`src/include/fspg_defines.svh`:
```
`ifndef FSPG_DEFINES_SVH
`define FSPG_DEFINES_SVH

// Register byte offsets on APB
`define FSPG_CTRL_OFS 12'h000
`define FSPG_STATUS_OFS 12'h004
`define FSPG_LOCK_OFS 12'h008
`define FSPG_BOUND_OFS 12'h00C

// Control register fields
`define FSPG_CTRL_RWW_RE_BIT 0
`define FSPG_CTRL_VEC_BOOT_BIT 1

// Lock register fields, 1 = unprogrammed
`define FSPG_LOCK_APP_WR_BIT 0
`define FSPG_LOCK_APP_RD_BIT 1
`define FSPG_LOCK_BOOT_WR_BIT 2
`define FSPG_LOCK_BOOT_RD_BIT 3
`define FSPG_LOCK_GEN_BIT0 4
`define FSPG_LOCK_GEN_BIT1 5
`define FSPG_LOCK_RESET 6'h3F

// Status register fields
`define FSPG_STAT_BUSY_BIT 0
`define FSPG_STAT_RWW_BUSY_BIT 1
`define FSPG_STAT_REJECT_BIT 2

// Flash geometry, word address width
`define FSPG_ADDR_W 15
`define FSPG_RWW_LIMIT 15'h7000
`define FSPG_BOOT_START_RESET 15'h7C00

`endif

```
`src/include/fspg_pkg.sv`:
```
package fspg_pkg;
  typedef enum logic [1:0] {
    FSPG_OP_ERASE,
    FSPG_OP_WRITE,
    FSPG_OP_LOCK,
    FSPG_OP_NONE
  } fspg_op_t;

  typedef enum {
    FSPG_IDLE,
    FSPG_RUN
  } fspg_state_t;
endpackage

```
`src/include/fspg_lock_if.sv`:
```
`timescale 1ns/10ps
`default_nettype none
interface fspg_lock_if;
  logic [5:0] lock_bits;
  logic boot_pc;
  logic target_boot;
  logic write_ok;
  logic read_ok;
  logic irq_block;
  logic vec_boot;
  modport guard (input lock_bits, boot_pc, target_boot, vec_boot,
    output write_ok, read_ok, irq_block);
  modport core (output lock_bits, boot_pc, target_boot, vec_boot,
    input write_ok, read_ok, irq_block);
endinterface
`default_nettype wire

```
`src/verilog/fspg_guard.sv`:
```
`timescale 1ns/10ps
`default_nettype none
`include "fspg_defines.svh"
module fspg_guard #(
  parameter logic [`FSPG_ADDR_W-1:0] RWW_LIMIT = `FSPG_RWW_LIMIT,
  parameter logic [15:0] PROG_CYCLES = 16'h0040
) (
  // Clock and reset
  input wire logic clk,
  input wire logic reset_n,
  // APB slave
  input wire logic psel,
  input wire logic penable,
  input wire logic pwrite,
  input wire logic [11:0] paddr,
  input wire logic [31:0] pwdata,
  output logic [31:0] prdata,
  output logic pready,
  output logic pslverr,
  // CPU program-memory requests
  input wire logic [`FSPG_ADDR_W-1:0] cpu_pc,
  input wire logic spm_req,
  input wire logic [1:0] spm_op,
  input wire logic [`FSPG_ADDR_W-1:0] spm_addr,
  input wire logic [5:0] spm_lock_data,
  input wire logic lpm_req,
  input wire logic [`FSPG_ADDR_W-1:0] lpm_addr,
  input wire logic chip_erase,
  // Guard decisions
  output logic cpu_halt,
  output logic rww_fetch_block,
  output logic lpm_allow,
  output logic irq_disable,
  output logic flash_start,
  output logic flash_is_erase,
  output logic [`FSPG_ADDR_W-1:0] flash_addr
);
  fspg_lock_if lk_w ();
  fspg_lock_if lk_r ();

  fspg_pkg::fspg_state_t state_reg, state_next;
  logic [15:0] cnt_reg, cnt_next;
  logic rww_busy_reg, rww_busy_next;
  logic halt_reg, halt_next;
  logic vec_boot_reg, vec_boot_next;
  logic reject_reg, reject_next;
  logic [5:0] lock_reg, lock_next;
  logic [`FSPG_ADDR_W-1:0] boot_start_reg, boot_start_next;
  logic [31:0] prdata_next;
  logic pslverr_next;
  logic pready_reg, pready_next;
  logic fetch_blk_next, lpm_ok_next, irq_dis_next;
  logic start_next, erase_next;
  logic [`FSPG_ADDR_W-1:0] faddr_next;
  logic lpm_ok_reg, irq_dis_reg, start_reg, erase_reg, fetch_blk_reg;
  logic [`FSPG_ADDR_W-1:0] faddr_reg;

  function automatic logic in_rww(input logic [`FSPG_ADDR_W-1:0] a);
    in_rww = a < RWW_LIMIT;
  endfunction

  function automatic logic in_boot(input logic [`FSPG_ADDR_W-1:0] a,
                                   input logic [`FSPG_ADDR_W-1:0] s);
    in_boot = a >= s;
  endfunction

  logic pc_boot;
  logic apb_wr, apb_rd;
  logic spm_legal;
  fspg_pkg::fspg_op_t op;

  assign pc_boot = in_boot(cpu_pc, boot_start_reg);
  assign apb_wr = psel & penable & pwrite & ~pready_reg;
  assign apb_rd = psel & penable & ~pwrite & ~pready_reg;
  assign op = fspg_pkg::fspg_op_t'(spm_op);

  // Write check against the target section
  assign lk_w.lock_bits = lock_reg;
  assign lk_w.boot_pc = pc_boot;
  assign lk_w.target_boot = in_boot(spm_addr, boot_start_reg);
  assign lk_w.vec_boot = vec_boot_reg;
  fspg_lock_eval u_wr_eval (.lk(lk_w));

  // Load check and interrupt masking for the running code
  assign lk_r.lock_bits = lock_reg;
  assign lk_r.boot_pc = pc_boot;
  assign lk_r.target_boot = in_boot(lpm_addr, boot_start_reg);
  assign lk_r.vec_boot = vec_boot_reg;
  fspg_lock_eval u_rd_eval (.lk(lk_r));

  assign spm_legal = spm_req & pc_boot & (state_reg == fspg_pkg::FSPG_IDLE);

  // ****************************************
  // Programming sequencer
  // ****************************************
  always_comb begin
    state_next = state_reg;
    cnt_next = cnt_reg;
    rww_busy_next = rww_busy_reg;
    halt_next = halt_reg;
    reject_next = reject_reg;
    lock_next = lock_reg;
    start_next = 1'b0;
    erase_next = erase_reg;
    faddr_next = faddr_reg;
    case (state_reg)
      fspg_pkg::FSPG_IDLE: begin
        if (spm_legal && op == fspg_pkg::FSPG_OP_LOCK) begin
          lock_next = lock_reg & spm_lock_data;
        end else if (spm_legal && (op == fspg_pkg::FSPG_OP_ERASE ||
                                   op == fspg_pkg::FSPG_OP_WRITE)) begin
          if (lk_w.write_ok) begin
            state_next = fspg_pkg::FSPG_RUN;
            cnt_next = PROG_CYCLES;
            start_next = 1'b1;
            erase_next = (op == fspg_pkg::FSPG_OP_ERASE);
            faddr_next = spm_addr;
            rww_busy_next = 1'b1;
            halt_next = ~in_rww(spm_addr);
          end else begin
            reject_next = 1'b1;
          end
        end
      end
      fspg_pkg::FSPG_RUN: begin
        if (cnt_reg <= 16'h0001) begin
          state_next = fspg_pkg::FSPG_IDLE;
          halt_next = 1'b0;
        end else begin
          cnt_next = cnt_reg - 16'h0001;
        end
      end
      default: begin
        state_next = fspg_pkg::FSPG_IDLE;
      end
    endcase
    // Busy flag stays set until software re-enables reads after completion
    if (apb_wr && paddr == `FSPG_CTRL_OFS && pwdata[`FSPG_CTRL_RWW_RE_BIT] &&
        state_reg == fspg_pkg::FSPG_IDLE && !start_next) begin
      rww_busy_next = 1'b0;
    end
    if (apb_wr && paddr == `FSPG_STATUS_OFS && pwdata[`FSPG_STAT_REJECT_BIT] &&
        !(spm_legal && !lk_w.write_ok)) begin
      reject_next = 1'b0;
    end
    if (apb_wr && paddr == `FSPG_LOCK_OFS) begin
      lock_next = lock_next & pwdata[5:0];
    end
    if (chip_erase) begin
      lock_next = `FSPG_LOCK_RESET;
    end
  end

  // ****************************************
  // APB register access and guard outputs
  // ****************************************
  always_comb begin
    vec_boot_next = vec_boot_reg;
    boot_start_next = boot_start_reg;
    pready_next = psel & penable & ~pready_reg;
    pslverr_next = 1'b0;
    prdata_next = 32'h00000000;
    if (apb_wr) begin
      case (paddr)
        `FSPG_CTRL_OFS: vec_boot_next = pwdata[`FSPG_CTRL_VEC_BOOT_BIT];
        `FSPG_BOUND_OFS: begin
          // Start below the limit is refused so the boot section stays in NO_READ_WHILE_WRITE_SECTION
          if (pwdata[`FSPG_ADDR_W-1:0] >= RWW_LIMIT) begin
            boot_start_next = pwdata[`FSPG_ADDR_W-1:0];
          end else begin
            pslverr_next = 1'b1;
          end
        end
        `FSPG_STATUS_OFS, `FSPG_LOCK_OFS: pslverr_next = 1'b0;
        default: pslverr_next = 1'b1;
      endcase
    end
    if (apb_rd) begin
      case (paddr)
        `FSPG_CTRL_OFS: prdata_next = {30'h00000000, vec_boot_reg, 1'b0};
        `FSPG_STATUS_OFS: prdata_next = {29'h00000000, reject_reg, rww_busy_reg,
                                         state_reg == fspg_pkg::FSPG_RUN};
        `FSPG_LOCK_OFS: prdata_next = {26'h0000000, lock_reg};
        `FSPG_BOUND_OFS: prdata_next = {17'h00000, boot_start_reg};
        default: pslverr_next = 1'b1;
      endcase
    end
    // Fetches from READ_WHILE_WRITE_SECTION blocked while busy; CPU must not rely on them
    fetch_blk_next = rww_busy_next;
    lpm_ok_next = lpm_req & lk_r.read_ok & ~(rww_busy_reg & in_rww(lpm_addr));
    irq_dis_next = lk_r.irq_block;
  end

  always_ff @(posedge clk or negedge reset_n) begin
    if (!reset_n) begin
      state_reg <= fspg_pkg::FSPG_IDLE;
      cnt_reg <= 16'h0000;
      rww_busy_reg <= 1'b0;
      halt_reg <= 1'b0;
      vec_boot_reg <= 1'b0;
      reject_reg <= 1'b0;
      lock_reg <= `FSPG_LOCK_RESET;
      boot_start_reg <= `FSPG_BOOT_START_RESET;
      prdata <= 32'h00000000;
      pready_reg <= 1'b0;
      pslverr <= 1'b0;
      fetch_blk_reg <= 1'b0;
      lpm_ok_reg <= 1'b0;
      irq_dis_reg <= 1'b0;
      start_reg <= 1'b0;
      erase_reg <= 1'b0;
      faddr_reg <= 15'h0000;
    end else begin
      state_reg <= state_next;
      cnt_reg <= cnt_next;
      rww_busy_reg <= rww_busy_next;
      halt_reg <= halt_next;
      vec_boot_reg <= vec_boot_next;
      reject_reg <= reject_next;
      lock_reg <= lock_next;
      boot_start_reg <= boot_start_next;
      prdata <= prdata_next;
      pready_reg <= pready_next;
      pslverr <= pslverr_next;
      fetch_blk_reg <= fetch_blk_next;
      lpm_ok_reg <= lpm_ok_next;
      irq_dis_reg <= irq_dis_next;
      start_reg <= start_next;
      erase_reg <= erase_next;
      faddr_reg <= faddr_next;
    end
  end

  assign pready = pready_reg;
  assign cpu_halt = halt_reg;
  assign rww_fetch_block = fetch_blk_reg;
  assign lpm_allow = lpm_ok_reg;
  assign irq_disable = irq_dis_reg;
  assign flash_start = start_reg;
  assign flash_is_erase = erase_reg;
  assign flash_addr = faddr_reg;
endmodule
`default_nettype wire

```
`src/verilog/fspg_lock_eval.sv`:
```
`timescale 1ns/10ps
`default_nettype none
`include "fspg_defines.svh"
module fspg_lock_eval (
  fspg_lock_if.guard lk
);
  logic app_wr_n;
  logic app_rd_n;
  logic boot_wr_n;
  logic boot_rd_n;

  assign app_wr_n = lk.lock_bits[`FSPG_LOCK_APP_WR_BIT];
  assign app_rd_n = lk.lock_bits[`FSPG_LOCK_APP_RD_BIT];
  assign boot_wr_n = lk.lock_bits[`FSPG_LOCK_BOOT_WR_BIT];
  assign boot_rd_n = lk.lock_bits[`FSPG_LOCK_BOOT_RD_BIT];

  // General lock bits are not consulted here on purpose
  always_comb begin
    if (lk.target_boot) begin
      lk.write_ok = boot_wr_n;
      lk.read_ok = lk.boot_pc | boot_rd_n;
    end else begin
      lk.write_ok = app_wr_n;
      lk.read_ok = ~lk.boot_pc | app_rd_n;
    end
    // Interrupt blocked when vectors sit in the other section and the running section is read-protected
    if (lk.boot_pc) begin
      lk.irq_block = ~boot_rd_n & ~lk.vec_boot;
    end else begin
      lk.irq_block = ~app_rd_n & lk.vec_boot;
    end
  end
endmodule
`default_nettype wire
```
`config.mk`:
```
export PLATFORM = sky130hd
export DESIGN_NAME = fspg_guard
export DESIGN_NICKNAME = d
export VERILOG_FILES = /design/src/include/fspg_pkg.sv /design/src/include/fspg_lock_if.sv /design/src/verilog/fspg_guard.sv /design/src/verilog/fspg_lock_eval.sv
export VERILOG_INCLUDE_DIRS = /design/src /design/src/include
export SDC_FILE = /design/constraint.sdc
export NUM_CORES = 1
export LEC_CHECK = 0
export ABC_AREA = 1
export BUFFER_PORTS_ARGS = -buffer_cell sky130_fd_sc_hd__buf_2
export CAP_MARGIN = 10
export CORE_MARGIN = 1
export CORE_UTILIZATION = 35
export DETAILED_ROUTE_END_ITERATION = 6
export GPL_TIMING_DRIVEN = 1
export PLACE_DENSITY = 0.69
export REMOVE_ABC_BUFFERS = 1
export SLEW_MARGIN = 20
export SYNTH_ARGS = -nofsm -noshare
export SYNTH_HDL_FRONTEND = slang
export SYNTH_SLANG_ARGS = --single-unit
```
`constraint.sdc`:
```
create_clock -name clk -period 2.86 [get_ports clk]
set_input_delay 0.143 -clock clk [delete_from_list [all_inputs] [get_ports clk]]
set_output_delay 0.143 -clock clk [all_outputs]
set_load 0.01 [all_outputs]
```
-- Word-level counts from Yosys, hierarchy flattened
Cells that the tools add are included.
- flip-flop bits (word level): 126
- input port bits: 105
- output and inout port bits: 55
- word-level logic and storage cells: 143
- add/subtract/negate cells: 1
- $lt $le $gt $ge: 7
- equality and inequality tests: 15
- multiplexer cells: 43
- bitwise gates (word level): 26
- reduce and logical (&&, ||, !) cells: 35
- operator list (operator ; count):
    $mux W32 ; 4
    $logic_not A32 Y1 ; 2
    $mux W16 ; 4
    $pmux W32 S2 ; 1
    $pmux W15 S4 ; 1
    $ge A15 B15 Y1 ; 3
    $eq A32 B1 Y1 const B ; 1
    $eq A32 B2 Y1 const B ; 1
    $pmux W16 S2 ; 1
    $lt A15 B15 Y1 const B ; 2
    $mux W1 ; 25
    $eq A12 B4 Y1 const B ; 2
    $mux W6 ; 4
    $le A16 B1 Y1 const B ; 1
    $reduce_and A4 Y1 ; 4
    $sub A16 B1 Y16 const B ; 1
    $ge A15 B15 Y1 const B ; 1
    $mux W15 ; 1
    $and A1 B1 Y1 ; 13
    $and A6 B6 Y6 ; 2
    $eq A12 B3 Y1 const B ; 1
    $logic_not A12 Y1 ; 1
    $reduce_bool A2 Y1 ; 6
    $logic_and A1 B1 Y1 ; 11
    15 further kinds ; 34

-- Logic depth before layout (Yosys ltp)
Gate-level depths: netlist of run 1.
- depth in word-level cells: 11
- gate-level depth with buffers: 17
- depth with buffers taken out: 16

-- Cells and area by module
Synthesis of run 1 repeated with hierarchy kept, for this count alone.
- cells, all modules: 621
- area total of the unflattened synthesis: 4929.7 um^2
- by module, submodules not included (module ; times used ; cells an instance ; area an instance (um^2) ; seq. area each (um^2)):
    fspg_guard ; 1 ; 595 ; 4822.1 ; 1965.6
    fspg_lock_eval ; 2 ; 13 ; 53.8 ; 0.0

-- Worst setup path before layout of run 1
No wires, ideal clock.
- kind: flip-flop to flip-flop
- from: reg boot_start_reg[14]
- to: reg cnt_reg[0]
- setup time: 0.121 ns
- data arrival time: 1.993 ns
- data required time: 2.739 ns
- path slack: 0.746 ns
- stages on the path, launching flop included: 15
- buffers on the path: 1
- period minus slack after synthesis: 2.114 ns
- path through: dfstp_2 > inv_1 > ha_1 > nand2_2 > nor2_4 > nand3_2 > nor2_1 > nand2_1 > nand2_4 > nand3_4 > nand2_2 > nand2_4 > buf_2 > o21bai_1 > nand2_1
- longest elaborated chain between the ends: 6
- elaborated cells on any way between the ends: 11
- classes of those cells: order compare: 2; eq/ne: 3; mux: 1; bitwise: 2; reduce/logical: 3
- RTL lines (element ; line ; RTL):
    from (decl) ; fspg_guard.sv:48 ; logic [`FSPG_ADDR_W-1:0] boot_start_reg, boot_start_next;
    from (signal assigned) ; fspg_guard.sv:203 ; boot_start_reg <= `FSPG_BOOT_START_RESET;
    from (signal assigned) ; fspg_guard.sv:221 ; boot_start_reg <= boot_start_next;
    $ge A15 B15 Y1 ; fspg_guard.sv:64 ; in_boot = a >= s;
    $and A1 B1 Y1 (2 in series) ; fspg_guard.sv:91 ; assign spm_legal = spm_req & pc_boot & (state_reg == fspg_pkg::FSPG_IDLE);
    $logic_and A1 B1 Y1, on equally long branches ; fspg_guard.sv:110, fspg_guard.sv:108 ;
    $ne A2 B2 Y1 (no line) ; - ;
    $reduce_and A5 Y1 (no line) * ; - ;
    to (signal assigned) ; fspg_guard.sv:215 ; cnt_reg <= cnt_next;
    to (decl) ; fspg_guard.sv:42 ; logic [15:0] cnt_reg, cnt_next;
Mark *: on every way between the ends. The rest lies on a longest branch, timed or not.
A chain may end at the register's enable or synchronous reset.

-- Worst setup path in the final report of run 1
- from: reg boot_start_reg[14]
- to: reg cnt_reg[7]
The elaborated chain is that of the path after synthesis.

==> impl_results.html, run 1 <==
<table>
<tr><th>Metric</th><th>Value</th></tr>
<tr><th colspan="2">Outcome</th></tr>
<tr><td>Outcome</td><td>finished, violations left</td></tr>
<tr><td>Failing checks</td><td>negative hold slack</td></tr>
<tr><th colspan="2">Clocking</th></tr>
<tr><td>Resize count post-CTS</td><td>0</td></tr>
<tr><td>Clock transition at the registers of the reported paths</td><td>0.06 ns</td></tr>
<tr><td>Count of buffers added by post-CTS timing repair for setup</td><td>0</td></tr>
<tr><td>H-tree levels</td><td>3</td></tr>
<tr><td>CTS Buf Count</td><td>9</td></tr>
<tr><td>Clock Tree Buf Depth</td><td>2</td></tr>
<tr><td>Number of buffers inserted for hold repair after clock tree synthesis</td><td>0</td></tr>
<tr><td>TritonCTS sink count</td><td>78</td></tr>
<tr><td>Clock latency on the worst-skew pair</td><td>0.34 ns</td></tr>
<tr><td>TritonCTS clock tree</td><td>built</td></tr>
<tr><td>Root Buffer Master</td><td>clkbuf_16</td></tr>
<tr><th colspan="2">STA</th></tr>
<tr><td>Number of slew-limit violations in the final report</td><td>0</td></tr>
<tr><td>Worst rel slew slack</td><td>between 30% and 40%</td></tr>
<tr><td>Maximum frequency from static timing analysis</td><td>a little over 0.4 GHz</td></tr>
<tr><td>RSZ-0062 raised after global routing</td><td>no</td></tr>
<tr><td>Number of setup violations in the final report</td><td>0</td></tr>
<tr><td>Final worst path period share</td><td>86.9%</td></tr>
<tr><td>Final total negative setup slack</td><td>0 ns</td></tr>
<tr><td>Actual transition at the worst max-transition pin</td><td>about 0.98 ns</td></tr>
<tr><td>Number of endpoints with negative hold slack in the final report</td><td>47</td></tr>
<tr><td>Hold slack</td><td>-0.0522 ns</td></tr>
<tr><td>Period minus WS final</td><td>2.49 ns</td></tr>
<tr><td>Maximum clock skew at final layout</td><td>approximately 0.007 ns</td></tr>
<tr><th colspan="2">Yosys</th></tr>
<tr><td>Top area cells in the synthesized netlist</td><td>dfrtp_1 34%, ha_1 12%, nand2_1 11%</td></tr>
<tr><td>Post-synthesis instance total</td><td>620</td></tr>
<tr><td>Commonest register cell after synthesis</td><td>dfrtp_1</td></tr>
<tr><td>Average size of a mapped cell</td><td>8.06 µm²</td></tr>
<tr><td>Number of distinct library cells after synthesis</td><td>39</td></tr>
<tr><td>Number of synthesized flops with an enable pin</td><td>0</td></tr>
<tr><td>Area of the mapped netlist</td><td>5000 µm²</td></tr>
<tr><td>Number of synthesized register bits</td><td>78</td></tr>
<tr><td>Cell taking the most area after synthesis</td><td>dfrtp_1</td></tr>
<tr><td>Ys Warns</td><td>0</td></tr>
<tr><td>Fraction of synthesis flops using an asynchronous set or reset pin</td><td>100%</td></tr>
<tr><td>Share of synthesized area occupied by flip-flops and latches</td><td>39.3%</td></tr>
<tr><td>Post-synth top area share</td><td>approximately 34%</td></tr>
<tr><th colspan="2">Worst setup path</th></tr>
<tr><td>Required time at the endpoint of the critical path</td><td>3.14 ns</td></tr>
<tr><td>Startpoint type of the worst setup path</td><td>flip-flop</td></tr>
<tr><td>Launch point of the worst path</td><td>boot_start_reg[14]$_DFFE_PN1P_</td></tr>
<tr><td>Count of buffer and inverter cells on the critical path</td><td>1</td></tr>
<tr><td>Endpoint type of the worst setup path</td><td>flip-flop</td></tr>
<tr><td>Cell family contributing the most delay on the critical path</td><td>simple AND/OR/NAND/NOR gates</td></tr>
<tr><td>Most repeated library cell on the critical path</td><td>nand2_1</td></tr>
<tr><td>Highest fanout seen on the critical path</td><td>17</td></tr>
<tr><td>R2R Path Start</td><td>boot_start_reg[14]$_DFFE_PN1P_</td></tr>
<tr><td>Worst path arrival time</td><td>2.76 ns</td></tr>
<tr><td>List of cells traversed by the critical path</td><td>inv_1, ha_1, a21o_1, nor2_1, nand2_1, nor2_2, nand2_4, nand3_2, nand2_4, nor2_8, nand2_1, nand2_1</td></tr>
<tr><td>Critical Path Max Stage Delay</td><td>0.51 ns</td></tr>
<tr><td>Slowest cell on crit path</td><td>dfstp_2</td></tr>
<tr><td>Crit path kind</td><td>reg -&gt; reg</td></tr>
<tr><th colspan="2">Layout</th></tr>
<tr><td>Number of nets in the final layout</td><td>900</td></tr>
<tr><td>Area taken by flip-flops and latches</td><td>1970 µm²</td></tr>
<tr><td>Post-Route Utilization</td><td>43.9%</td></tr>
<tr><td>Most used cells in the layout excluding fill and tap cells</td><td>147 x nand2_1, 124 x buf_2, 74 x inv_1</td></tr>
<tr><td>Most common library cell in the layout ignoring fill and taps</td><td>nand2_1</td></tr>
<tr><td>Max FFs per register</td><td>16</td></tr>
<tr><td>Area of the multi-input gates</td><td>2610 µm²</td></tr>
<tr><td>Share of cells above drive strength 1</td><td>24.8%</td></tr>
<tr><td>Post-synthesis to final-layout area growth</td><td>22.0%</td></tr>
<tr><td>Final-layout fill cell count</td><td>between 1k and 1.5k</td></tr>
<tr><td>Cell area after layout</td><td>6100 µm²</td></tr>
<tr><th colspan="2">Floorplan</th></tr>
<tr><td>I/O Pins</td><td>between 150 and 200</td></tr>
<tr><td>Die Span Y</td><td>122 µm</td></tr>
<tr><td>Row count</td><td>43</td></tr>
<tr><td>Initial core utilization</td><td>36.0%</td></tr>
<tr><td>Die width</td><td>122 µm</td></tr>
<tr><td>Area of the core</td><td>13,900 µm²</td></tr>
<tr><td>Full die area</td><td>14,800 µm²</td></tr>
<tr><th colspan="2">Route</th></tr>
<tr><td>Length of the first detailed-routing pass in iterations</td><td>5</td></tr>
<tr><td>Detailed Route Iter0 Violations</td><td>between 200 and 300</td></tr>
<tr><td>Wire length on met1</td><td>5630 µm</td></tr>
<tr><td>Top routing layer in use</td><td>met5</td></tr>
<tr><td>Vias after detailed routing</td><td>4,438</td></tr>
<tr><td>Wirelength per Cell</td><td>13.7 µm</td></tr>
<tr><td>Number of nets with antenna violations after detailed routing</td><td>0</td></tr>
<tr><td>Number of remaining DRC errors</td><td>0</td></tr>
<tr><td>Vias per std cell</td><td>4.74</td></tr>
<tr><td>Amount of wire on met3 after detailed routing</td><td>770 µm</td></tr>
<tr><td>Final wirelength</td><td>12,800 µm</td></tr>
<tr><td>Sum of met2 wire segment lengths after detailed routing</td><td>6030 µm</td></tr>
<tr><th colspan="2">Global route</th></tr>
<tr><td>Overall track demand over capacity in global routing</td><td>18.0%</td></tr>
<tr><td>GRT Residual Overflow</td><td>0</td></tr>
<tr><td>Number of global-route vias before repair</td><td>between 4k and 5k</td></tr>
<tr><td>Maximum number of pins on one net before global-route repair</td><td>79</td></tr>
<tr><td>Initial antenna violation count</td><td>5</td></tr>
<tr><td>First-pass GRT wire length</td><td>20,200 µm</td></tr>
<tr><th colspan="2">Power and ir drop</th></tr>
<tr><td>VDD IR max</td><td>291 µV</td></tr>
<tr><td>Lkg Pwr</td><td>about 3.4 nW</td></tr>
<tr><td>Pwr/cell area</td><td>between 600 and 700 nW/µm²</td></tr>
<tr><th colspan="2">Placement</th></tr>
<tr><td>Gpl congestion</td><td>approximately 0.85</td></tr>
<tr><td>Instance area after placement</td><td>5740 µm²</td></tr>
<tr><td>DP Wirelength</td><td>between 9000 and 10,000 µm</td></tr>
<tr><td>Buffers added on ports</td><td>125</td></tr>
<tr><th colspan="2">Worst hold path</th></tr>
<tr><td>Hold/Removal Path Class</td><td>in -&gt; async</td></tr>
<tr><th colspan="2">Flow run</th></tr>
<tr><td>Max_cap viols</td><td>0</td></tr>
</table>
==> worst reg2reg max path: stages (launching register included) <==
cell	delay (ns)
dfstp_2	0.51
inv_1	0.10
ha_1	0.32
a21o_1	0.17
nor2_1	0.14
nand2_1	0.08
nor2_2	0.12
nand2_4	0.11
nand3_2	0.20
nand2_4	0.19
nor2_8	0.32
nand2_1	0.09
nand2_1	0.08
==> worst paths after layout <==
path                                               to  slack (ns)  cells past startpoint
setup / recovery               cnt_reg[7]$_DFFE_PN0P_        0.37                     12
hold / removal             flash_is_erase$_DFFE_PN0P_       -0.05                      1
setup reg to reg               cnt_reg[7]$_DFFE_PN0P_        0.37                     12
hold reg to reg                      pready$_DFF_PN0_        0.44                      1
max in group asynchronous           pslverr$_DFF_PN0_        2.25                      1
min in group clk            flash_addr[4]$_DFFE_PN0P_        0.02                      3
==> report_power, final <==
| part | internal, W | switching [W] |
|---|---|---|
| registers | 0.00130 | 0.000139 |
| clock network | 0.000880 | 0.000465 |
| logic | 0.000543 | 0.000874 |
| total | 0.00272 | 0.00148 |
==> logic make-up after synthesis <==
group / Yosys count / synth area share (%)
and+or+nand+nor: 294 / 26.4
DFF: 78 / 39.3
adders and majority gates: 47 / 11.8
other: 1 / 0.0750
AOI/OAI and AO/OA: 75 / 8.86
buffers and inverters: 105 / 9.66
xor gates and xnor gates: 11 / 1.93
muxes: 9 / 2.03
==> synth_stat cells (all sizes together) (9+ instances only) <==
cell type and number:
nor3 17, mux2 9, a21oi 20, o21bai 16
o21ai 26, dfstp 11, ha 47, nand2 162
nor2 69, xor2 10, dfrtp 67, inv 77
nand4 10, nand3 27, buf 23
==> layer usage <==
metal,GRT usage [%],vias up
met5,0,-
met4,8.64,4
met3,3.99,31
met2,29.2,136
met1,22.6,2025
li1,-,2242
==> through the flow <==
| step | hold WS, ns | std cells | total power, W | setup slack (ns) |
|---|---|---|---|---|
| floorplan | -0.153 | 610 | 0.00245 | 0.611 |
| global placement | 0.362 | 917 | 0.00284 | 0.388 |
| detailed placement | 0.364 | 917 | 0.00287 | 0.370 |
| CTS | 0.0131 | 933 | 0.00422 | 0.359 |
| global route | 0.0258 | 936 | 0.00450 | 0.105 |
| finish | -0.0522 | 936 | 0.00420 | 0.374 |
==> final cells by class <==
| cell class | instances | share of cell area (%) |
|---|---|---|
| Multi-Input combinational cell | 453 | 42.8 |
| Sequential cell | 78 | 32.2 |
| Timing Repair Buffer | 127 | 10.5 |
| Inverter | 79 | 4.86 |
| Clock buffer | 11 | 3.98 |
| Tap cell | 180 | 3.69 |
| Clock inverter | 5 | 1.74 |
| Antenna cell | 3 | 0.123 |
Note: power is estimated with default switching activity, not from simulation.
==> run 2, diff against run 1 <==
CORE_MARGIN = 5   (was 1)
==> run 2 against run 1 <==
The run now ends clean. Power decreased by 3.7%. Sequential share of layout area increased by 0.18 points. First-iteration DRC count increased by 3.0%. Global-route usage decreased by 1.7 points. Clock power decreased by 13%. Wire length increased by 5.2%. Design area decreased by 0.55%. Combinational power about the same. Critical endpoint unchanged. Largest cell class unchanged.
==> impl_results.html, run 2 (same netlist as run 1, synthesis figures left out) <==
<table>
<tr><th>Metric</th><th>Value</th></tr>
<tr><th colspan="2">Worst setup path</th></tr>
<tr><td>Worst path arrival time</td><td>2.84 ns (+0.08 ns)</td></tr>
<tr><td>Required time at the endpoint of the critical path</td><td>3.14 ns (about the same)</td></tr>
<tr><td>Slowest cell on crit path</td><td>dfstp_2</td></tr>
<tr><td>Endpoint type of the worst setup path</td><td>flip-flop</td></tr>
<tr><td>Highest fanout seen on the critical path</td><td>17 (unchanged)</td></tr>
<tr><td>Crit path kind</td><td>reg -&gt; reg</td></tr>
<tr><td>List of cells traversed by the critical path</td><td>inv_1, ha_1, a21o_1, nor2_1, nand2_1, nor2_2, nand2_4, nand3_2, nand2_4, nor2_8, nand2_1, nand2_1</td></tr>
<tr><td>Critical Path Max Stage Delay</td><td>0.52 ns (about the same)</td></tr>
<tr><td>Slack of the worst reg-to-reg path</td><td>0.29 ns (-0.08 ns)</td></tr>
<tr><td>Most repeated library cell on the critical path</td><td>nand2_1</td></tr>
<tr><td>Startpoint type of the worst setup path</td><td>flip-flop</td></tr>
<tr><th colspan="2">Power and ir drop</th></tr>
<tr><td>Lkg Pwr</td><td>3.34 nW (-0.41%)</td></tr>
<tr><td>Pwr/cell area</td><td>666 nW/µm² (-3.2%)</td></tr>
<tr><td>VDD IR max</td><td>339 µV (+17%)</td></tr>
<tr><th colspan="2">STA</th></tr>
<tr><td>Final worst path period share</td><td>89.7% (+2.8 points)</td></tr>
<tr><td>RSZ-0062 raised after global routing</td><td>no</td></tr>
<tr><td>Maximum frequency from static timing analysis</td><td>0.390 GHz (-3.1%)</td></tr>
<tr><td>Number of setup violations in the final report</td><td>0 (unchanged)</td></tr>
<tr><td>Actual transition at the worst max-transition pin</td><td>0.718 ns (-0.265 ns)</td></tr>
<tr><td>Number of slew-limit violations in the final report</td><td>0 (unchanged)</td></tr>
<tr><td>Period minus WS final</td><td>2.57 ns (+0.0805 ns)</td></tr>
<tr><td>Number of endpoints with negative hold slack in the final report</td><td>0 (-100%)</td></tr>
<tr><td>Final total negative setup slack</td><td>0 ns (unchanged)</td></tr>
<tr><td>Worst rel slew slack</td><td>52.2% (+18 points)</td></tr>
<tr><td>Maximum clock skew at final layout</td><td>0.00792 ns (+0.000958 ns)</td></tr>
<tr><td>Worst path setup slack after routing</td><td>0.294 ns (-0.0805 ns)</td></tr>
<tr><th colspan="2">Layout</th></tr>
<tr><td>Most common library cell in the layout ignoring fill and taps</td><td>nand2_1</td></tr>
<tr><td>Number of nets in the final layout</td><td>901 (+0.11%)</td></tr>
<tr><td>Post-synthesis to final-layout area growth</td><td>21.3%</td></tr>
<tr><td>Max FFs per register</td><td>16 (unchanged)</td></tr>
<tr><td>Cell area after layout</td><td>6060 µm² (-0.55%)</td></tr>
<tr><td>Area taken by flip-flops and latches</td><td>1970 µm² (unchanged)</td></tr>
<tr><td>Area of the multi-input gates</td><td>2610 µm² (unchanged)</td></tr>
<tr><td>Post-layout instance count excluding filler cells</td><td>935 (-0.11%)</td></tr>
<tr><td>Most used cells in the layout excluding fill and tap cells</td><td>147 x nand2_1, 124 x buf_2, 74 x inv_1</td></tr>
<tr><td>Share of cells above drive strength 1</td><td>24.8% (-0.033 points)</td></tr>
<tr><td>Final-layout fill cell count</td><td>1,381 (-2.1%)</td></tr>
<tr><th colspan="2">Floorplan</th></tr>
<tr><td>Area of the core</td><td>13,900 µm² (+0.39%)</td></tr>
<tr><td>Die Span Y</td><td>130 µm (+6.6%)</td></tr>
<tr><td>I/O Pins</td><td>160 (unchanged)</td></tr>
<tr><td>Row count</td><td>43 (unchanged)</td></tr>
<tr><td>Die width</td><td>130 µm (+6.6%)</td></tr>
<tr><td>Initial core utilization</td><td>35.9% (-0.14 points)</td></tr>
<tr><td>Full die area</td><td>16,800 µm² (+14%)</td></tr>
<tr><th colspan="2">Route</th></tr>
<tr><td>Final wirelength</td><td>13,500 µm (+5.2%)</td></tr>
<tr><td>Length of the first detailed-routing pass in iterations</td><td>4 (-1)</td></tr>
<tr><td>Number of nets with antenna violations after detailed routing</td><td>0 (unchanged)</td></tr>
<tr><td>Vias per std cell</td><td>4.77 (+0.51%)</td></tr>
<tr><td>Wirelength per Cell</td><td>14.5 µm (+5.3%)</td></tr>
<tr><td>Number of remaining DRC errors</td><td>0 (unchanged)</td></tr>
<tr><td>Detailed Route Iter0 Violations</td><td>277 (+3.0%)</td></tr>
<tr><td>Vias after detailed routing</td><td>4,456 (+0.41%)</td></tr>
<tr><th colspan="2">Worst hold path</th></tr>
<tr><td>Hold/Removal Path Class</td><td>in -&gt; reg</td></tr>
<tr><th colspan="2">Global route</th></tr>
<tr><td>Initial antenna violation count</td><td>6 (+1)</td></tr>
<tr><td>GRT Residual Overflow</td><td>0 (unchanged)</td></tr>
<tr><td>First-pass GRT wire length</td><td>21,300 µm (+5.9%)</td></tr>
<tr><td>Overall track demand over capacity in global routing</td><td>16.3% (-1.7 points)</td></tr>
<tr><td>Maximum number of pins on one net before global-route repair</td><td>79 (unchanged)</td></tr>
<tr><td>Number of global-route vias before repair</td><td>4,214 (+2.4%)</td></tr>
<tr><th colspan="2">Clocking</th></tr>
<tr><td>Resize count post-CTS</td><td>0 (unchanged)</td></tr>
<tr><td>CTS Buf Count</td><td>9 (unchanged)</td></tr>
<tr><td>Clock Tree Buf Depth</td><td>2 (unchanged)</td></tr>
<tr><td>Number of buffers inserted for hold repair after clock tree synthesis</td><td>0 (unchanged)</td></tr>
<tr><td>Root Buffer Master</td><td>clkbuf_16</td></tr>
<tr><td>Clock latency on the worst-skew pair</td><td>0.34 ns (about the same)</td></tr>
<tr><td>H-tree levels</td><td>3 (unchanged)</td></tr>
<tr><td>TritonCTS sink count</td><td>78 (unchanged)</td></tr>
<tr><td>TritonCTS clock tree</td><td>built</td></tr>
<tr><td>Count of buffers added by post-CTS timing repair for setup</td><td>0 (unchanged)</td></tr>
<tr><td>Clock transition at the registers of the reported paths</td><td>0.06 ns (about the same)</td></tr>
<tr><th colspan="2">Placement</th></tr>
<tr><td>Buffers added on ports</td><td>125 (unchanged)</td></tr>
<tr><td>Post-Place Setup Slack</td><td>0.295 ns (-0.0750 ns)</td></tr>
<tr><td>Instance area after placement</td><td>5740 µm² (unchanged)</td></tr>
<tr><td>Instance count after placement with tap cells included</td><td>917 (unchanged)</td></tr>
<tr><td>DP Wirelength</td><td>10,500 µm (+6.1%)</td></tr>
<tr><td>Gpl congestion</td><td>0.873 (+3.1%)</td></tr>
<tr><th colspan="2">Outcome</th></tr>
<tr><td>Outcome</td><td>finished clean</td></tr>
<tr><th colspan="2">Flow run</th></tr>
<tr><td>Max_cap viols</td><td>0 (unchanged)</td></tr>
</table>
[run 2: stage by stage]
step / hold WS (ns) / util (%) / power [W]
2_1_floorplan: -0.153 / - / 0.00245
3_3_place_gp: 0.362 / 41.2 / 0.00284
3_5_place_dp: 0.367 / 41.2 / 0.00287
4_1_cts: 0.00687 / 43.4 / 0.00407
5_1_grt: 0.0251 / 43.5 / 0.00436
6_report: 0.0209 / 43.5 / 0.00404
[run 2: final timing paths]
| path | start | to | cells after the start |
|---|---|---|---|
| max | boot_start_reg[14]$_DFFE_PN1P_ | cnt_reg[7]$_DFFE_PN0P_ | 12 |
| min | spm_addr[8] | flash_addr[8]$_DFFE_PN0P_ | 3 |
| max reg2reg | boot_start_reg[14]$_DFFE_PN1P_ | cnt_reg[7]$_DFFE_PN0P_ | 12 |
| min reg2reg | pready$_DFF_PN0_ | pready$_DFF_PN0_ | 1 |
| max in group asynchronous | reset_n | cnt_reg[14]$_DFFE_PN0P_ | 2 |
| min in group asynchronous | reset_n | boot_start_reg[9]$_DFFE_PN0P_ | 2 |
[run 2: worst max-delay path, delay by kind of cell, from the launching register on]
kind,cells,cell delay (ns)
AO/OA/AOI/OAI,1,0.17
buffers and inverters,1,0.11
flip-flops,1,0.52
adder cells (fa/ha/maj),1,0.33
AND/OR/NAND/NOR,9,1.37
[run 2: final cells by class]
class / count / share of cell area [%]
multi-input cells: 453 / 43.0
clock buffers: 11 / 4.00
flip-flops and latches: 78 / 32.4
inverters: 79 / 4.89
diodes: 1 / 0.0413
well taps: 180 / 3.71
repair buffers: 128 / 10.8
clock inverters: 5 / 1.05
[run 2: routing by layer]
layer / global-route usage (%) / part of all wire [%] / vias up
met3: 4.37 / 7.3 / 33
met4: 5.68 / 2.3 / 10
li1: - / - / 2242
met1: 21.0 / 44 / 2053
met5: 0 / 0.40 / -
met2: 26.5 / 46 / 118
[run 2: power by group]
part | total, W | internal (W) | switching [W]
combinational | 0.00142 | 0.000545 | 0.000873
clock | 0.00118 | 0.000710 | 0.000475
sequential | 0.00144 | 0.00130 | 0.000142
total | 0.00404 | 0.00255 | 0.00149
==> run 3, diff against run 2 <==
CTS_BUF_LIST = sky130_fd_sc_hd__clkbuf_4 sky130_fd_sc_hd__clkbuf_8   (was not set)
==> run 3 against run 2 <==
Critical path depth stayed put. Clock skew increased by 0.0051 ns. Worst setup slack got worse by 0.0022 ns. First-iteration DRC count is 13% lower. Power is 6.9% lower. Die area is the same. Cell count up 1.5%. Largest power group unchanged. Non-clock buffer count increased by 13. Global-route usage is 0.076 points lower. Critical endpoint unchanged.
==> impl_results.html, run 3 (same netlist as run 1, synthesis figures left out) <==
<table>
<tr><th>Metric</th><th>Value</th></tr>
<tr><th colspan="2">Floorplan</th></tr>
<tr><td>Row count</td><td>43 (unchanged)</td></tr>
<tr><td>Initial core utilization</td><td>35.9% (unchanged)</td></tr>
<tr><td>Die Span Y</td><td>130 µm (unchanged)</td></tr>
<tr><td>Die width</td><td>130 µm (unchanged)</td></tr>
<tr><td>Area of the core</td><td>13,900 µm² (unchanged)</td></tr>
<tr><td>I/O Pins</td><td>160 (unchanged)</td></tr>
<tr><td>Full die area</td><td>16,800 µm² (unchanged)</td></tr>
<tr><th colspan="2">Worst setup path</th></tr>
<tr><td>Required time at the endpoint of the critical path</td><td>3.16 ns (+0.02 ns)</td></tr>
<tr><td>Most repeated library cell on the critical path</td><td>nand2_1</td></tr>
<tr><td>Count of buffer and inverter cells on the critical path</td><td>1 (unchanged)</td></tr>
<tr><td>Startpoint type of the worst setup path</td><td>flip-flop</td></tr>
<tr><td>Worst path arrival time</td><td>2.87 ns (+0.03 ns)</td></tr>
<tr><td>Slowest cell on crit path</td><td>dfstp_2</td></tr>
<tr><td>Endpoint type of the worst setup path</td><td>flip-flop</td></tr>
<tr><td>Cell family contributing the most delay on the critical path</td><td>simple AND/OR/NAND/NOR gates</td></tr>
<tr><td>List of cells traversed by the critical path</td><td>inv_1, ha_1, a21o_1, nor2_1, nand2_1, nor2_2, nand2_4, nand3_2, nand2_4, nor2_8, nand2_1, nand2_1</td></tr>
<tr><td>Crit path kind</td><td>reg -&gt; reg</td></tr>
<tr><td>Critical Path Max Stage Delay</td><td>0.53 ns (about the same)</td></tr>
<tr><td>Highest fanout seen on the critical path</td><td>17 (unchanged)</td></tr>
<tr><th colspan="2">STA</th></tr>
<tr><td>Worst rel slew slack</td><td>51.3% (-0.90 points)</td></tr>
<tr><td>Number of setup violations in the final report</td><td>0 (unchanged)</td></tr>
<tr><td>Final total negative setup slack</td><td>0 ns (unchanged)</td></tr>
<tr><td>Period minus WS final</td><td>2.57 ns (+0.00223 ns)</td></tr>
<tr><td>Hold slack</td><td>0.0132 ns (-0.00768 ns)</td></tr>
<tr><td>Maximum frequency from static timing analysis</td><td>0.389 GHz (about the same)</td></tr>
<tr><td>RSZ-0062 raised after global routing</td><td>no</td></tr>
<tr><td>Final worst path period share</td><td>89.8% (about the same)</td></tr>
<tr><td>Number of endpoints with negative hold slack in the final report</td><td>0 (unchanged)</td></tr>
<tr><td>Number of slew-limit violations in the final report</td><td>0 (unchanged)</td></tr>
<tr><td>Maximum clock skew at final layout</td><td>0.0130 ns (+0.00509 ns)</td></tr>
<tr><td>Actual transition at the worst max-transition pin</td><td>0.731 ns (+0.0134 ns)</td></tr>
<tr><th colspan="2">Outcome</th></tr>
<tr><td>Outcome</td><td>finished clean</td></tr>
<tr><th colspan="2">Power and ir drop</th></tr>
<tr><td>Lkg Pwr</td><td>3.36 nW (+0.34%)</td></tr>
<tr><td>Pwr/cell area</td><td>617 nW/µm² (-7.5%)</td></tr>
<tr><td>VDD IR max</td><td>283 µV (-17%)</td></tr>
<tr><th colspan="2">Route</th></tr>
<tr><td>Detailed Route Iter0 Violations</td><td>242 (-13%)</td></tr>
<tr><td>Length of the first detailed-routing pass in iterations</td><td>5 (+1)</td></tr>
<tr><td>Number of nets with antenna violations after detailed routing</td><td>0 (unchanged)</td></tr>
<tr><td>Wirelength per Cell</td><td>14.4 µm (-0.27%)</td></tr>
<tr><td>Vias per std cell</td><td>4.75 (-0.37%)</td></tr>
<tr><td>Final wirelength</td><td>13,700 µm (+1.2%)</td></tr>
<tr><td>Vias after detailed routing</td><td>4,506 (+1.1%)</td></tr>
<tr><td>Number of remaining DRC errors</td><td>0 (unchanged)</td></tr>
<tr><th colspan="2">Clocking</th></tr>
<tr><td>Resize count post-CTS</td><td>0 (unchanged)</td></tr>
<tr><td>TritonCTS clock tree</td><td>built</td></tr>
<tr><td>CTS Buf Count</td><td>9 (unchanged)</td></tr>
<tr><td>Clock latency on the worst-skew pair</td><td>0.36 ns (+0.02 ns)</td></tr>
<tr><td>H-tree levels</td><td>3 (unchanged)</td></tr>
<tr><td>TritonCTS sink count</td><td>78 (unchanged)</td></tr>
<tr><td>Clock transition at the registers of the reported paths</td><td>0.09 ns (+0.03 ns)</td></tr>
<tr><td>Clock Tree Buf Depth</td><td>2 (unchanged)</td></tr>
<tr><td>Root Buffer Master</td><td>clkbuf_8</td></tr>
<tr><th colspan="2">Global route</th></tr>
<tr><td>Number of global-route vias before repair</td><td>4,255 (+0.97%)</td></tr>
<tr><td>Overall track demand over capacity in global routing</td><td>16.2% (-0.076 points)</td></tr>
<tr><td>First-pass GRT wire length</td><td>21,300 µm (-0.32%)</td></tr>
<tr><td>Maximum number of pins on one net before global-route repair</td><td>79 (unchanged)</td></tr>
<tr><td>GRT Residual Overflow</td><td>0 (unchanged)</td></tr>
<tr><td>Initial antenna violation count</td><td>7 (+1)</td></tr>
<tr><th colspan="2">Layout</th></tr>
<tr><td>Post-Route Utilization</td><td>43.8% (+0.25 points)</td></tr>
<tr><td>Number of nets in the final layout</td><td>914 (+1.4%)</td></tr>
<tr><td>Share of cells above drive strength 1</td><td>24.5% (-0.29 points)</td></tr>
<tr><td>Most common library cell in the layout ignoring fill and taps</td><td>nand2_1</td></tr>
<tr><td>Max FFs per register</td><td>16 (unchanged)</td></tr>
<tr><td>Post-synthesis to final-layout area growth</td><td>22.0%</td></tr>
<tr><td>Most used cells in the layout excluding fill and tap cells</td><td>147 x nand2_1, 124 x buf_2, 74 x inv_1</td></tr>
<tr><th colspan="2">Placement</th></tr>
<tr><td>Gpl congestion</td><td>0.873 (unchanged)</td></tr>
<tr><td>DP Wirelength</td><td>10,500 µm (unchanged)</td></tr>
<tr><td>Buffers added on ports</td><td>125 (unchanged)</td></tr>
<tr><th colspan="2">Worst hold path</th></tr>
<tr><td>Hold/Removal Path Class</td><td>in -&gt; reg</td></tr>
<tr><th colspan="2">Flow run</th></tr>
<tr><td>Max_cap viols</td><td>0 (unchanged)</td></tr>
</table>
[run 3: worst register-to-register path: cells and delay by family (launching register included)]
| family | cells | cell delay [ns] |
|---|---|---|
| AO/OA/AOI/OAI | 1 | 0.16 |
| adder cells (fa/ha/maj) | 1 | 0.33 |
| buffers and inverters | 1 | 0.11 |
| flip-flops | 1 | 0.53 |
| AND/OR/NAND/NOR | 9 | 1.39 |
[run 3: area by class of cell]
class / count / area (µm²)
fill: 1372 / 7840
multi-input combinational: 453 / 2610
sequential: 78 / 1970
timing repair buffer: 141 / 787
inverter: 79 / 297
tap: 180 / 225
clock buffer: 11 / 145
clock inverter: 5 / 63.8
antenna: 2 / 5.00
[run 3: path summary, 6_finish.rpt]
path | slack (ns) | depth (start not counted) | from | end
worst min register to register | 0.46 | 1 | pready$_DFF_PN0_ | pready$_DFF_PN0_
worst max register to register | 0.29 | 12 | boot_start_reg[14]$_DFFE_PN1P_ | cnt_reg[7]$_DFFE_PN0P_
worst min-delay path | 0.01 | 2 | pwdata[11] | boot_start_reg[11]$_DFFE_PN1P_
worst max-delay path | 0.29 | 12 | boot_start_reg[14]$_DFFE_PN1P_ | cnt_reg[7]$_DFFE_PN0P_
min in group asynchronous | 0.39 | 2 | reset_n | boot_start_reg[9]$_DFFE_PN0P_
max in group asynchronous | 1.95 | 2 | reset_n | flash_addr[5]$_DFFE_PN0P_
[run 3: where the power goes]
part | internal (W) | switching, W | leakage (nW) | total (W)
clock | 0.000447 | 0.000444 | 0.104 | 0.000891
sequential | 0.00129 | 0.000142 | 1.01 | 0.00144
combinational | 0.000556 | 0.000878 | 2.24 | 0.00143
[run 3: per-stage QoR]
step	std cells	cell area [µm²]	setup WS, ns	total power (W)
6_report	949	6100	0.291	0.00376
5_1_grt	949	6100	0.0857	0.00408
4_1_cts	943	6050	0.276	0.00378
3_5_place_dp	917	5740	0.295	0.00287
3_3_place_gp	917	5740	0.387	0.00284
2_1_floorplan	610	4870	0.611	0.00245
[run 3: repair_timing]
item | 4_1_cts | 5_1_grt
hold buffers | 10 | 4
buffers inserted | 0 | 0
endpoints found under the hold margin | 73 | 4
setup endpoints to repair | 0 | 0
[run 3: per-layer routing]
metal | track usage (%) | wire length (µm) | vias up | share of wire (%)
li1 | - | - | 2260 | -
met1 | 20.7 | 5820 | 2083 | 43
met2 | 27.0 | 6540 | 127 | 48
met3 | 4.37 | 1060 | 26 | 7.8
met4 | 5.07 | 197 | 10 | 1.4
met5 | 0 | 54 | - | 0.39
